===== src/krc_defines.svh =====
// Constants of the key, random number and reset command unit.
`ifndef KRC_DEFINES_SVH
`define KRC_DEFINES_SVH
`define KRC_CMD_IDLE 8'h00
`define KRC_CMD_PROTO 8'h0d
`define KRC_CMD_LOADKEY 8'h0e
`define KRC_CMD_STOREKEY 8'h0f
`define KRC_CMD_RANDOM 8'h1c
`define KRC_CMD_REINIT 8'h1f
`define KRC_CMD_MASK 8'h1f
`define KRC_CMD_STOP 8'h80
`define KRC_KEY_BYTES 4'h6
`define KRC_TX_PRESET_LAST 8'h12
`define KRC_NUM_REGS 8
`define KRC_REG_COMMAND 3'h0
`define KRC_REG_CTRL 3'h1
`define KRC_REG_ERROR 3'h2
`define KRC_REG_STATUS 3'h3
`define KRC_REG_KEYCMD 3'h4
`define KRC_REG_RESERVED 3'h5
`define KRC_REG_RX 3'h6
`define KRC_REG_TX 3'h7
`define KRC_ERR_ABORT_BIT 0
`define KRC_ERR_RANGE_BIT 1
`define KRC_RW_MASK_CTRL 8'h7f
`define KRC_RW_MASK_COMMAND 8'h9f
`endif


===== src/krc_pkg.sv =====
// Types of the key, random number and reset command unit.
package krc_pkg;
    typedef enum logic [2:0] {
        KRC_IDLE,
        KRC_FETCH,
        KRC_NVM,
        KRC_RANDOM,
        KRC_REINIT,
        KRC_DONE
    } krc_state_t;

    typedef enum logic [2:0] {
        KRC_COD_MILLER,
        KRC_COD_NRZ,
        KRC_COD_MANCH,
        KRC_COD_1OF4,
        KRC_COD_1OF256,
        KRC_COD_UNITARY,
        KRC_COD_PIE,
        KRC_COD_RESERVED
    } krc_coding_t;
endpackage


===== src/krc_cmd_unit.sv =====
// Command unit: presets, key load and store, random fill and soft reinit.
`timescale 1ns/1ps
`include "krc_defines.svh"
module krc_cmd_unit import krc_pkg::*; #(
    parameter int NUM_KEYS = 128,
    parameter int NVM_AW = 13,
    parameter logic [12:0] KEY_BASE = 13'h0c0,
    parameter logic [12:0] RX_PRESET_BASE = 13'h100,
    parameter logic [12:0] TX_PRESET_BASE = 13'h140,
    parameter logic [12:0] REG_DEFAULT_BASE = 13'h000
) (
    input wire logic clk,
    input wire logic reset,
    input wire logic host_we,
    input wire logic host_re,
    input wire logic [2:0] host_addr,
    input wire logic [7:0] host_wdata,
    output logic [7:0] host_rdata,
    input wire logic fifo_empty,
    input wire logic fifo_full,
    input wire logic [6:0] fifo_level,
    input wire logic [7:0] fifo_rdata,
    output logic fifo_pop,
    output logic fifo_push,
    output logic [7:0] fifo_wdata,
    output logic nvm_req,
    output logic nvm_we,
    output logic [NVM_AW-1:0] nvm_addr,
    output logic [7:0] nvm_wdata,
    input wire logic nvm_ack,
    input wire logic [7:0] nvm_rdata,
    input wire logic [7:0] rng_data,
    output logic cipher_key_we,
    output logic [2:0] cipher_key_byte,
    output logic [7:0] cipher_key_data,
    output krc_coding_t tx_coding,
    output logic [7:0] cmd_value
);
    // ****************************************************************
    // Decoding helpers
    // ****************************************************************
    function automatic krc_coding_t tx_coding_of(input logic [7:0] n);
        krc_coding_t c;
        c = KRC_COD_RESERVED;
        if (n <= 8'h03) c = KRC_COD_MILLER;
        else if (n <= 8'h07) c = KRC_COD_NRZ;
        else if (n <= 8'h09) c = KRC_COD_MANCH;
        else if (n <= 8'h0b) c = KRC_COD_1OF4;
        else if (n == 8'h0c) c = KRC_COD_1OF256;
        else if (n == 8'h0d) c = KRC_COD_UNITARY;
        else if (n < `KRC_TX_PRESET_LAST) c = KRC_COD_PIE;
        return c;
    endfunction

    function automatic logic key_ok(input logic [7:0] n);
        return ({24'h0, n} < NUM_KEYS);
    endfunction

    // ****************************************************************
    // Register file
    // ****************************************************************
    krc_state_t st_r, st_nxt;
    logic [7:0] val [`KRC_NUM_REGS];
    logic [7:0] rd [`KRC_NUM_REGS];
    logic [`KRC_NUM_REGS-1:0] int_we;
    logic [7:0] int_wd [`KRC_NUM_REGS];
    logic [7:0] ro_val [`KRC_NUM_REGS];
    logic busy;

    assign busy = (st_r != KRC_IDLE);

    generate
        for (genvar g = 0; g < `KRC_NUM_REGS; g++) begin : g_reg
            localparam logic [7:0] DY = (g == 0) ? `KRC_RW_MASK_COMMAND : (g == 2) ? 8'h03 :
                                        (g >= 6) ? 8'hff : 8'h00;
            localparam logic [7:0] RW = (g == 1) ? `KRC_RW_MASK_CTRL : 8'h00;
            localparam logic [7:0] WO = (g == 4) ? 8'hff : 8'h00;
            krc_reg_bits #(
                .RW_MASK(RW),
                .DY_MASK(DY),
                .WO_MASK(WO),
                .RST_VAL(8'h00)
            ) u_reg (
                .clk(clk),
                .reset(reset),
                .host_we(host_we && host_addr == 3'(g) && g != 5 && !(busy && g >= 6)),
                .host_wdata(host_wdata),
                .int_we(int_we[g]),
                .int_wdata(int_wd[g]),
                .ro_value(ro_val[g]),
                .value(val[g]),
                .host_rdata(rd[g])
            );
        end
    endgenerate

    always_comb begin
        for (int i = 0; i < `KRC_NUM_REGS; i++) begin
            ro_val[i] = 8'h00;
        end
        ro_val[`KRC_REG_STATUS] = {5'h0, st_r};
    end

    assign host_rdata = host_re ? rd[host_addr] : 8'h00;
    assign cmd_value = val[`KRC_REG_COMMAND];
    assign tx_coding = tx_coding_of(val[`KRC_REG_TX]);

    // ****************************************************************
    // Command sequencer
    // ****************************************************************
    logic [7:0] cmd_r, cmd_nxt;
    logic [7:0] idx_r, idx_nxt;
    logic [3:0] cnt_r, cnt_nxt;
    logic [7:0] err_nxt;
    logic start;

    // A start is a write of a new code to the command register while idle.
    assign start = host_we && host_addr == `KRC_REG_COMMAND && !busy &&
                   (host_wdata & `KRC_CMD_MASK) != `KRC_CMD_IDLE;

    always_comb begin
        st_nxt = st_r;
        cmd_nxt = cmd_r;
        idx_nxt = idx_r;
        cnt_nxt = cnt_r;
        err_nxt = 8'h00;
        fifo_pop = 1'b0;
        fifo_push = 1'b0;
        fifo_wdata = rng_data;
        nvm_req = 1'b0;
        nvm_we = 1'b0;
        nvm_addr = '0;
        nvm_wdata = fifo_rdata;
        cipher_key_we = 1'b0;
        cipher_key_byte = cnt_r[2:0];
        cipher_key_data = nvm_rdata;
        int_we = '0;
        for (int i = 0; i < `KRC_NUM_REGS; i++) begin
            int_wd[i] = 8'h00;
        end
        case (st_r)
            KRC_IDLE: begin
                if (start) begin
                    cmd_nxt = host_wdata & `KRC_CMD_MASK;
                    cnt_nxt = 4'h0;
                    idx_nxt = 8'h00;
                    case (host_wdata & `KRC_CMD_MASK)
                        `KRC_CMD_PROTO, `KRC_CMD_LOADKEY, `KRC_CMD_STOREKEY: st_nxt = KRC_FETCH;
                        `KRC_CMD_RANDOM: st_nxt = KRC_RANDOM;
                        `KRC_CMD_REINIT: st_nxt = KRC_REINIT;
                        default: st_nxt = KRC_DONE;
                    endcase
                end
            end
            KRC_FETCH: begin
                // Parameters are checked before any pop so a short frame leaves the FIFO intact.
                if (cmd_r == `KRC_CMD_PROTO && fifo_level < 7'd2) begin
                    err_nxt[`KRC_ERR_ABORT_BIT] = 1'b1;
                    st_nxt = KRC_DONE;
                end else if (cmd_r == `KRC_CMD_LOADKEY && fifo_empty) begin
                    err_nxt[`KRC_ERR_ABORT_BIT] = 1'b1;
                    st_nxt = KRC_DONE;
                end else if (cmd_r == `KRC_CMD_STOREKEY && fifo_level < 7'd7) begin
                    err_nxt[`KRC_ERR_ABORT_BIT] = 1'b1;
                    st_nxt = KRC_DONE;
                end else if (cmd_r != `KRC_CMD_PROTO && !key_ok(fifo_rdata)) begin
                    fifo_pop = 1'b1;
                    err_nxt[`KRC_ERR_RANGE_BIT] = 1'b1;
                    st_nxt = KRC_DONE;
                end else begin
                    fifo_pop = 1'b1;
                    idx_nxt = fifo_rdata;
                    st_nxt = KRC_NVM;
                end
            end
            KRC_NVM: begin
                nvm_req = 1'b1;
                if (cmd_r == `KRC_CMD_STOREKEY) begin
                    nvm_we = 1'b1;
                    nvm_addr = KEY_BASE + NVM_AW'({idx_r, 3'h0}) + NVM_AW'(cnt_r);
                    if (nvm_ack) begin
                        fifo_pop = 1'b1;
                        cnt_nxt = cnt_r + 4'h1;
                        if (cnt_r == `KRC_KEY_BYTES - 4'h1) begin
                            cnt_nxt = 4'h0;
                            idx_nxt = idx_r + 8'h01;
                            // Keep going only with a whole key left; a stub stays queued.
                            if (fifo_level < 7'd7 || !key_ok(idx_r + 8'h01)) st_nxt = KRC_DONE;
                        end
                    end
                end else if (cmd_r == `KRC_CMD_LOADKEY) begin
                    nvm_addr = KEY_BASE + NVM_AW'({idx_r, 3'h0}) + NVM_AW'(cnt_r);
                    if (nvm_ack) begin
                        cipher_key_we = 1'b1;
                        cnt_nxt = cnt_r + 4'h1;
                        if (cnt_r == `KRC_KEY_BYTES - 4'h1) st_nxt = KRC_DONE;
                    end
                end else begin
                    // Preset load: first the receive byte from memory, then the transmit byte taken from the FIFO.
                    if (cnt_r == 4'h0) nvm_addr = RX_PRESET_BASE + NVM_AW'(idx_r);
                    else nvm_addr = TX_PRESET_BASE + NVM_AW'(fifo_rdata);
                    if (nvm_ack) begin
                        if (cnt_r == 4'h0) begin
                            int_we[`KRC_REG_RX] = 1'b1;
                            int_wd[`KRC_REG_RX] = nvm_rdata;
                            cnt_nxt = 4'h1;
                        end else begin
                            fifo_pop = 1'b1;
                            int_we[`KRC_REG_TX] = 1'b1;
                            int_wd[`KRC_REG_TX] = fifo_rdata;
                            st_nxt = KRC_DONE;
                        end
                    end
                end
            end
            KRC_RANDOM: begin
                if (fifo_full) begin
                    st_nxt = KRC_DONE;
                end else begin
                    fifo_push = 1'b1;
                end
            end
            KRC_REINIT: begin
                nvm_req = 1'b1;
                nvm_addr = REG_DEFAULT_BASE + NVM_AW'(idx_r);
                if (nvm_ack) begin
                    int_we[idx_r[2:0]] = 1'b1;
                    int_wd[idx_r[2:0]] = nvm_rdata;
                    idx_nxt = idx_r + 8'h01;
                    if (idx_r == 8'(`KRC_NUM_REGS - 1)) st_nxt = KRC_DONE;
                end
            end
            KRC_DONE: begin
                int_we[`KRC_REG_COMMAND] = 1'b1;
                int_wd[`KRC_REG_COMMAND] = `KRC_CMD_IDLE;
                st_nxt = KRC_IDLE;
            end
            default: st_nxt = KRC_IDLE;
        endcase
        // Writing the stop code aborts a running command at once.
        if (busy && st_r != KRC_DONE && host_we && host_addr == `KRC_REG_COMMAND &&
            (host_wdata & `KRC_CMD_STOP) != 8'h00) begin
            st_nxt = KRC_DONE;
        end
        if (err_nxt != 8'h00) begin
            int_we[`KRC_REG_ERROR] = 1'b1;
            int_wd[`KRC_REG_ERROR] = err_nxt;
        end else if (start) begin
            int_we[`KRC_REG_ERROR] = 1'b1;
            int_wd[`KRC_REG_ERROR] = 8'h00;
        end
    end

    always_ff @(posedge clk) begin
        if (reset) begin
            st_r <= KRC_IDLE;
            cmd_r <= 8'h00;
            idx_r <= 8'h00;
            cnt_r <= 4'h0;
        end else begin
            st_r <= st_nxt;
            cmd_r <= cmd_nxt;
            idx_r <= idx_nxt;
            cnt_r <= cnt_nxt;
        end
    end

endmodule


===== src/krc_reg_bits.sv =====
// One host register with per-bit access classes.
`timescale 1ns/1ps
module krc_reg_bits #(
    parameter logic [7:0] RW_MASK = 8'hff,
    parameter logic [7:0] DY_MASK = 8'h00,
    parameter logic [7:0] WO_MASK = 8'h00,
    parameter logic [7:0] RST_VAL = 8'h00
) (
    input wire logic clk,
    input wire logic reset,
    input wire logic host_we,
    input wire logic [7:0] host_wdata,
    input wire logic int_we,
    input wire logic [7:0] int_wdata,
    input wire logic [7:0] ro_value,
    output logic [7:0] value,
    output logic [7:0] host_rdata
);
    logic [7:0] val_r;
    logic [7:0] val_nxt;

    always_comb begin
        val_nxt = val_r;
        if (host_we) begin
            val_nxt = (val_r & ~(RW_MASK | DY_MASK)) | (host_wdata & (RW_MASK | DY_MASK));
        end
        if (int_we) begin
            val_nxt = (val_nxt & ~DY_MASK) | (int_wdata & DY_MASK);
        end
    end

    always_ff @(posedge clk) begin
        if (reset) begin
            val_r <= RST_VAL;
        end else begin
            val_r <= val_nxt;
        end
    end

    assign value = val_r;
    assign host_rdata = ((val_r & (RW_MASK | DY_MASK)) | (ro_value & ~(RW_MASK | DY_MASK | WO_MASK)));
endmodule


===== config.mk =====
export PLATFORM = sky130hd
export DESIGN_NAME = krc_cmd_unit
export DESIGN_NICKNAME = d
export VERILOG_FILES = /design/src/krc_pkg.sv /design/src/krc_cmd_unit.sv /design/src/krc_reg_bits.sv
export VERILOG_INCLUDE_DIRS = /design/src /design/src/src
export SDC_FILE = /design/constraint.sdc
export NUM_CORES = 1
export LEC_CHECK = 0
export ABC_AREA = 1
export BUFFER_PORTS_ARGS = -buffer_cell sky130_fd_sc_hd__buf_2
export CELL_PAD_IN_SITES_DETAIL_PLACEMENT = 1
export CELL_PAD_IN_SITES_GLOBAL_PLACEMENT = 1
export CORE_MARGIN = 4
export CORE_UTILIZATION = 39
export CTS_CLUSTER_SIZE = 40
export DETAILED_ROUTE_END_ITERATION = 10
export PLACE_DENSITY_LB_ADDON = 0.25
export SYNTH_ARGS = -nofsm -noshare
export SYNTH_HDL_FRONTEND = slang
export SYNTH_SLANG_ARGS = --single-unit

===== constraint.sdc =====
create_clock -name clk -period 2.61 [get_ports clk]
set_input_delay 0.261 -clock clk [delete_from_list [all_inputs] [get_ports clk]]
set_output_delay 0.261 -clock clk [all_outputs]
set_load 0.03 [all_outputs]

* Word-level counts from Yosys, hierarchy flattened
Index checks and enable logic that the tools add are counted.
** Cells by class
- Add/sub/neg operators :: 6
- Magnitude comparators :: 14
- Equal/unequal tests :: 48
- Mux-type cells :: 112
- Bitwise gates (word level) :: 8
- Reductions and logical operators :: 43
** Operators by type and width (number)
- $mux W8 :: 25
- $mux W3 :: 23
- $and A64 B64 Y64 :: 1
- $mux W64 :: 1
- $mux W16 :: 3
- $mux W4 :: 8
- $pmux W16 S2 :: 1
- $pmux W8 S4 :: 1
- $eq A5 B4 Y1 const B :: 6
- $mux W1 :: 28
- $ne A3 B3 Y1 const B :: 9
- $mux W13 :: 2
- $mux W26 :: 1
- $pmux W13 S2 :: 1
- $bmux W8 S3 :: 1
- $demux W8 S3 :: 1
- $ne A2 B2 Y1 const B :: 11
- $add A9 B8 Y10 const A :: 2
- $ne A4 B4 Y1 const B :: 5
- $logic_and A1 B1 Y1 :: 19
- $reduce_and A9 Y1 :: 2
- $eq A8 B4 Y1 const B :: 2
- $le A8 B4 Y1 const B :: 2
- $lt A8 B8 Y1 const B :: 2
- other kinds (46) :: 74
** Word-level totals
- Register bits :: 60
- Input bits :: 49
- Output and inout bits :: 64
- Logic and storage cells :: 243

* Longest topological paths before layout
Gate-level depths: netlist of the first run.
- Depth after elaboration :: 12
- Mapped depth :: 13
- Gate-level depth less buffers :: 13

* Hierarchy
From an unflattened synthesis of the first run, not the netlist that was laid out.
** Second synthesis, totals
- Cells, all modules :: 924
- Area, all modules :: 5495.3 um2
** By module, submodules not included
- krc_cmd_unit :: instances 1, cells an instance 575, area an instance 3171.8 um2, sequential area each 400.4 um2
- krc_reg_bits (g_reg[6].u_reg ...) :: instances 2, cells an instance 69, area an instance 469.2 um2, sequential area each 160.2 um2
- krc_reg_bits (g_reg[0].u_reg) :: instances 1, cells an instance 70, area an instance 432.9 um2, sequential area each 120.1 um2
- krc_reg_bits (g_reg[3].u_reg ...) :: instances 3, cells an instance 17, area an instance 123.9 um2, sequential area each 0.0 um2
- krc_reg_bits (g_reg[1].u_reg) :: instances 1, cells an instance 54, area an instance 357.8 um2, sequential area each 140.1 um2
- krc_reg_bits (g_reg[2].u_reg) :: instances 1, cells an instance 36, area an instance 222.7 um2, sequential area each 40.0 um2

* Least setup slack after synthesis of the first run
No wires, ideal clock.
- Path type :: flip-flop to output port
- From :: reg cnt_r[0]
- To :: out nvm_addr[5]
- Data arrival time :: 1.718 ns
- Data required time :: 2.349 ns
- Slack :: 0.631 ns
- Stages on the path, launching flop included :: 8
- Buffers on the path :: 0
- Cell sequence :: dfxtp_1 > inv_1 > ha_1 > nand2_2 > inv_1 > o21ai_0 > a21oi_1 > o21ai_0
** Between the ends
- Cells in the longest elaborated chain, start to end :: 5
- Elaborated cells on any way between the ends :: 6
** Ends and longest elaborated chain
- from (decl) :: RTL line krc_cmd_unit.sv:113 : logic [3:0] cnt_r, cnt_nxt;
- from (signal assigned) :: RTL line krc_cmd_unit.sv:264 : cnt_r <= cnt_nxt;
- parallel branches: the longest is 3 deep, another holds $add A12 B4 Y13
- $mux W13 (*) :: RTL line krc_cmd_unit.sv:178 : if (cmd_r == `KRC_CMD_STOREKEY) begin
- $pmux W13 S2 (*) :: RTL line krc_cmd_unit.sv:141 : case (st_r)
- to (decl) :: RTL line krc_cmd_unit.sv:28 : output logic [NVM_AW-1:0] nvm_addr,
Every way passes the cells marked *.

* Final worst setup path of the first run
- From :: reg st_r[2]
- To :: out nvm_addr[2]
** Between the ends
- Cells in the longest elaborated chain, start to end :: 2
- Elaborated cells on any way between the ends :: 3
** Ends and longest elaborated chain
- from (decl) :: RTL line krc_cmd_unit.sv:62 : krc_state_t st_r, st_nxt;
- from (signal assigned) :: RTL line krc_cmd_unit.sv:261 : st_r <= st_nxt;
- $eq A3 B3 Y1 / $eq A3 B2 Y1 (equally long branches) :: RTL line krc_cmd_unit.sv:141
- $pmux W13 S2 (*) :: RTL line krc_cmd_unit.sv:141
Mark *: on every way between the ends. The rest lies on a longest branch, timed or not.

==> impl_metrics.json, run 1 <==
{
  "core_mm2": 0.009864,
  "synth_most_common_cell": "nand2_1",
  "r2r_slack_ps": 450,
  "finalSetupTns_ps": 0,
  "io_pins": 113,
  "gp_congestion": 0.9110,
  "finalWirelength_um": 14680,
  "multi_input_area_mm2": 0.002345,
  "clkPwrFrac": 0.200,
  "synth_area_leaders": "dfxtp_1 (26%), nand2_1 (9.9%), nor2_1 (7.7%)",
  "synth-edff-count": 0,
  "first_global_vias": 4450,
  "drc": 0,
  "finalSetupViolations": 0,
  "synth_area_leader_cell": "dfxtp_1",
  "dieArea_mm2": 0.01190,
  "numCtsBuffers": 5,
  "synth.top_cell.area_share": 0.2561,
  "reg2reg_depth": 10,
  "switchingPower_mw": 1.443,
  "skew_ps": 10.54,
  "setup_ws_ps": 198.9,
  "startpoint_type": "register",
  "swShare": 0.4799,
  "slew_viol_final": 0,
  "finalCritPeriodShare": 0.9238,
  "synthArstFlopShare": 0,
  "maxCapViolations": 0,
  "area_growth_pct": 10.86,
  "crit_required_ps": 2350,
  "drtIter0Drc": 287,
  "clk_pin_slew_ps": 110,
  "grt_util_all_layers": 0.2515,
  "rsz0062_at_grt": "false",
  "die_x_um": 109.1,
  "hold_buffers": 0,
  "ff_latch_area_mm2": 0.001021,
  "syn_area_mm2": 0.003986,
  "grt_pass1_wl_um": 23270,
  "ant_nets": 0,
  "drive_gt1_frac": 0.2263,
  "cts_setup_buffers": 0,
  "cpPeakStageDelay_ps": 640,
  "yosys_register_bits": 51,
  "max_freq_mhz": 414.8,
  "internal_power_mw": 1.563,
  "initial_core_util": 0.4041,
  "outcome": "completed",
  "hold_depth": 3,
  "power_leakage_nw": 2.028,
  "clock_latency_ps": 320,
  "vias": 4448,
  "cts-resized-gates": 0,
  "diodes": 0,
  "min_to": "g_reg[1].u_reg.value[6]$_SDFFE_PP0P_",
  "min-delay-path-class": "input pin to register",
  "grt_max_degree": 33,
  "antenna_found_initial": 0,
  "pre_cts_slack_ps": 483.8,
  "finalHoldViolations": 0,
  "rr_startpoint": "st_r[2]$_SDFFE_PP0P_",
  "arrival_ps": 2150,
  "path_class": "register to output port",
  "cts_num_sinks": 51,
  "hold_start": "host_wdata[6]",
  "vias_per_cell": 5.498,
  "cts_tree": "done",
  "clockRootBuffer": "clkbuf_8",
  "cts.path.max_buffers": 2,
  "end_kind": "output port",
  "pwr_density_cell_mw_per_mm2": 680.2,
  "seq_area_frac_synth": 0.2561,
  "min_period_ps": 2411,
  "vdd_drop_max_uv": 337.1,
  "worstMarginPinSlew_ps": 959.5,
  "die_h_um": 109.1,
  "row_count": 36,
  "num-fill-cells": 1380,
  "htreeDepth": 2,
  "crit_top_cell": "inv_2",
  "r2r_end": "idx_r[7]$_SDFFE_PP0P_",
  "synth_warnings": 0,
  "worst_path_max_delay_cell": "dfxtp_1",
  "synthCells": 620,
  "synthDistinctLibCells": 43,
  "critPathMaxFanout": 12,
  "nets": 731,
  "seqPwrFrac": 0.336,
  "synth_common_cells": "nand2_1 (105), nor2_1 (82), inv_1 (67)",
  "pwr-share-comb": 0.464,
  "wire_per_inst_um": 18.15,
  "relSlewSlack": 0.3596,
  "drt_pass1_iterations": 4,
  "synth-main-ff-cell": "dfxtp_1",
  "synth_area_per_cell_um2": 6.430,
  "overflow": 0,
  "io_buffers": 93,
  "path_cells": "inv_2, nand3_2, inv_2, nand2_2, inv_1, nand2_1, o221ai_1, buf_2",
  "cp-startpoint": "st_r[2]$_SDFFE_PP0P_",
  "place_hpwl_um": 11860
}
registers in the layout, indices dropped and copies added, names as in the netlist:
name and flops:
idx_r 8, st_r 3, g.u_reg.host_rdata 16, cmd_r 5, cnt_r 4, g.u_reg.value 15
area by class of cell:
cell class | count | area share
Tap cell | 133 | 0.03766
Sequential cell | 51 | 0.2310
Multi-Input combinational cell | 443 | 0.5306
Clock inverter | 3 | 0.01048
Timing Repair Buffer | 93 | 0.1053
Inverter | 81 | 0.06937
Clock buffer | 5 | 0.01557
power groups by stage:
stage,clock (mW),sequential (mW),combinational [mW]
2_1_floorplan,0,0.965,1.10
3_3_place_gp,0,1.02,1.34
3_5_place_dp,0,1.02,1.39
4_1_cts,0.602,1.01,1.39
5_1_grt,0.644,1.03,1.56
6_report,0.600,1.01,1.40
critical path, delay by kind of cell (launching register included):
family,cells,cell delay (ps)
flip-flops,1,640
AO/OA/AOI/OAI,1,120
buffers and inverters,4,600
AND/OR/NAND/NOR,3,440
metal layers:
layer | track usage | vias to the layer above | part of all wire
li1 | - | 2175 | -
met1 | 0.3625 | 2141 | 0.47
met2 | 0.3943 | 108 | 0.45
met3 | 0.03612 | 24 | 0.060
met4 | 0.05951 | 0 | 0.017
met5 | 0 | - | 0
through the flow:
step	hold slack, ps	area, um2	util	total power [mW]	instances
floorplan	429.4	3994	-	2.064	622
global placement	486.6	4304	0.4363	2.356	801
detailed placement	498.0	4304	0.4363	2.410	801
CTS	223.1	4419	0.4480	2.997	809
global route	251.4	4419	0.4480	3.231	809
finish	218.6	4419	0.4480	3.006	809
cell families (layout without fill, tap and decap cells):
| family | Yosys count | count (layout) | share of synthesized area |
|---|---|---|---|
| xor+xnor | 2 | 2 | 0.004395 |
| flops | 51 | 51 | 0.2561 |
| buf+inv | 128 | 182 | 0.1576 |
| other cells | 1 | 3 | 0.0009407 |
| fa+ha+maj | 7 | 7 | 0.02197 |
| compound gates | 157 | 157 | 0.2470 |
| simple gates | 274 | 274 | 0.3120 |
layout by cell type, fill, tap and decap left out, types with 2 or more instances in the layout:
master,count
a221oi_1,6
nor3_1,13
nand3_1,39
dfxtp_1,51
nor2_1,82
a211oi_2,9
xor2_1,2
clkbuf_8,5
o2111ai_1,2
nand2_1,105
a211oi_1,9
o21ai_0,48
nand4_1,4
ha_1,7
conb_1,3
o22ai_1,11
inv_2,12
a32oi_1,2
nand2_2,10
o221ai_1,6
nand3_2,4
a31oi_1,13
nor2_2,8
a21oi_1,43
buf_2,93
inv_1,67
o21ai_1,2
nor3_2,2
nor2_8,2
a22oi_1,2
worst max path at each step:
stage / depth (start not counted) / slack, ps / end
after floorplan: 7 / 630 / nvm_addr[5]
after global placement: 10 / 540 / idx_r[7]$_SDFFE_PP0P_
after detailed placement: 10 / 480 / st_r[2]$_SDFFE_PP0P_
after CTS: 8 / 220 / nvm_addr[2]
after global routing: 8 / 40 / nvm_addr[9]
final: 8 / 200 / nvm_addr[2]
Power figures use the tool's default switching activity.
==> run 2, diff against run 1 <==
--- a/config.mk
+++ b/config.mk
@@ -7,7 +7,7 @@
 export NUM_CORES = 1
 export LEC_CHECK = 0
 export ABC_AREA = 1
-export BUFFER_PORTS_ARGS = -buffer_cell sky130_fd_sc_hd__buf_2
+export BUFFER_PORTS_ARGS = -buffer_cell sky130_fd_sc_hd__buf_4
 export CELL_PAD_IN_SITES_DETAIL_PLACEMENT = 1
 export CELL_PAD_IN_SITES_GLOBAL_PLACEMENT = 1
 export CORE_MARGIN = 4
==> run 2 against run 1 <==
  * Combinational power increased by 4%
  * Register-to-register slack about the same
  * Clock skew about the same
  * Wire length increased by 1.9%
  * Final cell count unchanged
==> impl_metrics.json, run 2 (same netlist as run 1, synthesis figures left out) <==
{
  "cts_num_sinks": 51,
  "hold-worst-slack_ps": 229.1,
  "diodes": 0,
  "power_leakage_nw": 2.068,
  "rr_startpoint": "st_r[2]$_SDFFE_PP0P_",
  "final_area_mm2": 0.004627,
  "setup_ws_ps": 184.0,
  "finalCritPeriodShare": 0.9295,
  "path_class": "register to output port",
  "worstMarginPinSlew_ps": 525.4,
  "area_growth_pct": 16.07,
  "relSlewSlack": 0.6493,
  "initial_core_util": 0.4041,
  "clockRootBuffer": "clkbuf_8",
  "vdd_drop_max_uv": 310.1,
  "drt_pass1_iterations": 4,
  "place_hpwl_um": 11980,
  "wire_per_inst_um": 18.50,
  "maxCapViolations": 0,
  "cp-startpoint": "st_r[2]$_SDFFE_PP0P_",
  "arrival_ps": 2170,
  "place_area_mm2": 0.004544,
  "io_pins": 113,
  "core_mm2": 0.009864,
  "numCtsBuffers": 5,
  "nets": 732,
  "grt_max_degree": 33,
  "grt_pass1_wl_um": 23810,
  "largest_reg_flops": 16,
  "cts.path.max_buffers": 2,
  "clk_pin_slew_ps": 110,
  "min-delay-path-class": "input pin to register",
  "first_global_vias": 4612,
  "outcome": "completed",
  "max_freq_mhz": 412.2,
  "grt_util_all_layers": 0.2561,
  "vias": 4502,
  "finalSetupTns_ps": 0,
  "overflow": 0,
  "clock_latency_ps": 320,
  "gp_congestion": 0.9209,
  "crit_required_ps": 2350,
  "die_h_um": 109.1,
  "cts-resized-gates": 0,
  "htreeDepth": 2,
  "vias_per_cell": 5.565,
  "pre_cts_slack_ps": 501.4,
  "finalHoldViolations": 0,
  "drc": 0,
  "end_kind": "output port",
  "slew_viol_final": 0,
  "drive_gt1_frac": 0.2263,
  "io_buffers": 93,
  "final_cell_mix": "nand2_1 (105), buf_4 (94), nor2_1 (82)",
  "final_common_cell": "nand2_1",
  "finalWirelength_um": 14970,
  "die_x_um": 109.1,
  "critPathMaxFanout": 12,
  "finalSetupViolations": 0,
  "antenna_found_initial": 0,
  "dieArea_mm2": 0.01190,
  "pwr_density_cell_mw_per_mm2": 634.4,
  "row_count": 36,
  "skew_ps": 10.68,
  "finish.utilization": 0.4691,
  "rsz0062_at_grt": "false",
  "cts_tree": "done",
  "startpoint_type": "register",
  "ant_nets": 0,
  "hold_start": "host_wdata[5]",
  "hold_buffers": 0,
  "min_period_ps": 2426,
  "drtIter0Drc": 336,
  "cts_setup_buffers": 0
}
==> run 2: cell types whose count changed in the layout (fill, tap and decap cells not counted), sizes merged <==
cell and change:
bufinv -1, buf +1, clkinv +2, clkinvlp -1
inv -1
==> run 2: final timing paths <==
path / endpoint / slack [ps] / cells after the start
max: nvm_addr[2] / 180 / 8
min: g_reg[1].u_reg.value[5]$_SDFFE_PP0P_ / 230 / 3
max reg2reg: idx_r[7]$_SDFFE_PP0P_ / 440 / 10
min reg2reg: g_reg[0].u_reg.value[7]$_SDFFE_PP0P_ / 510 / 2
==> run 2: final cells by class <==
| class | instances | area, um2 |
|---|---|---|
| flip-flops and latches | 51 | 1021 |
| inverters | 81 | 306.5 |
| clock inverters | 2 | 13.76 |
| repair buffers | 94 | 705.7 |
| clock buffers | 5 | 68.82 |
| well taps | 133 | 166.4 |
| multi-input cells | 443 | 2345 |
| fillers | 1357 | 5238 |
==> run 2: critical path: stages (launching register included) <==
cell and delay, ps:
dfxtp_1 630, inv_2 130, nand3_2 170, inv_2 140
nand2_2 210, inv_1 160, nand2_1 100, o221ai_1 110
buf_4 190
==> run 2: layer usage <==
metal	vias up	GRT usage	share of wire
li1	2168	-	-
met1	2165	0.3649	0.47
met2	145	0.4079	0.45
met3	24	0.02960	0.058
met4	0	0.06853	0.018
met5	-	0	0
==> run 2: metrics by stage <==
step                instances  total power, mW
finish                    809            2.935
CTS                       809            2.936
global route              809            3.149
floorplan                 622            2.064
detailed placement        802            2.454
global placement          802            2.416
==> run 2: where the power goes <==
group          internal (mW)  total, mW  switching, mW
clock network          0.185      0.480          0.295
logic                  0.460       1.45          0.987
registers              0.869       1.01          0.139
total                   1.51       2.94           1.42
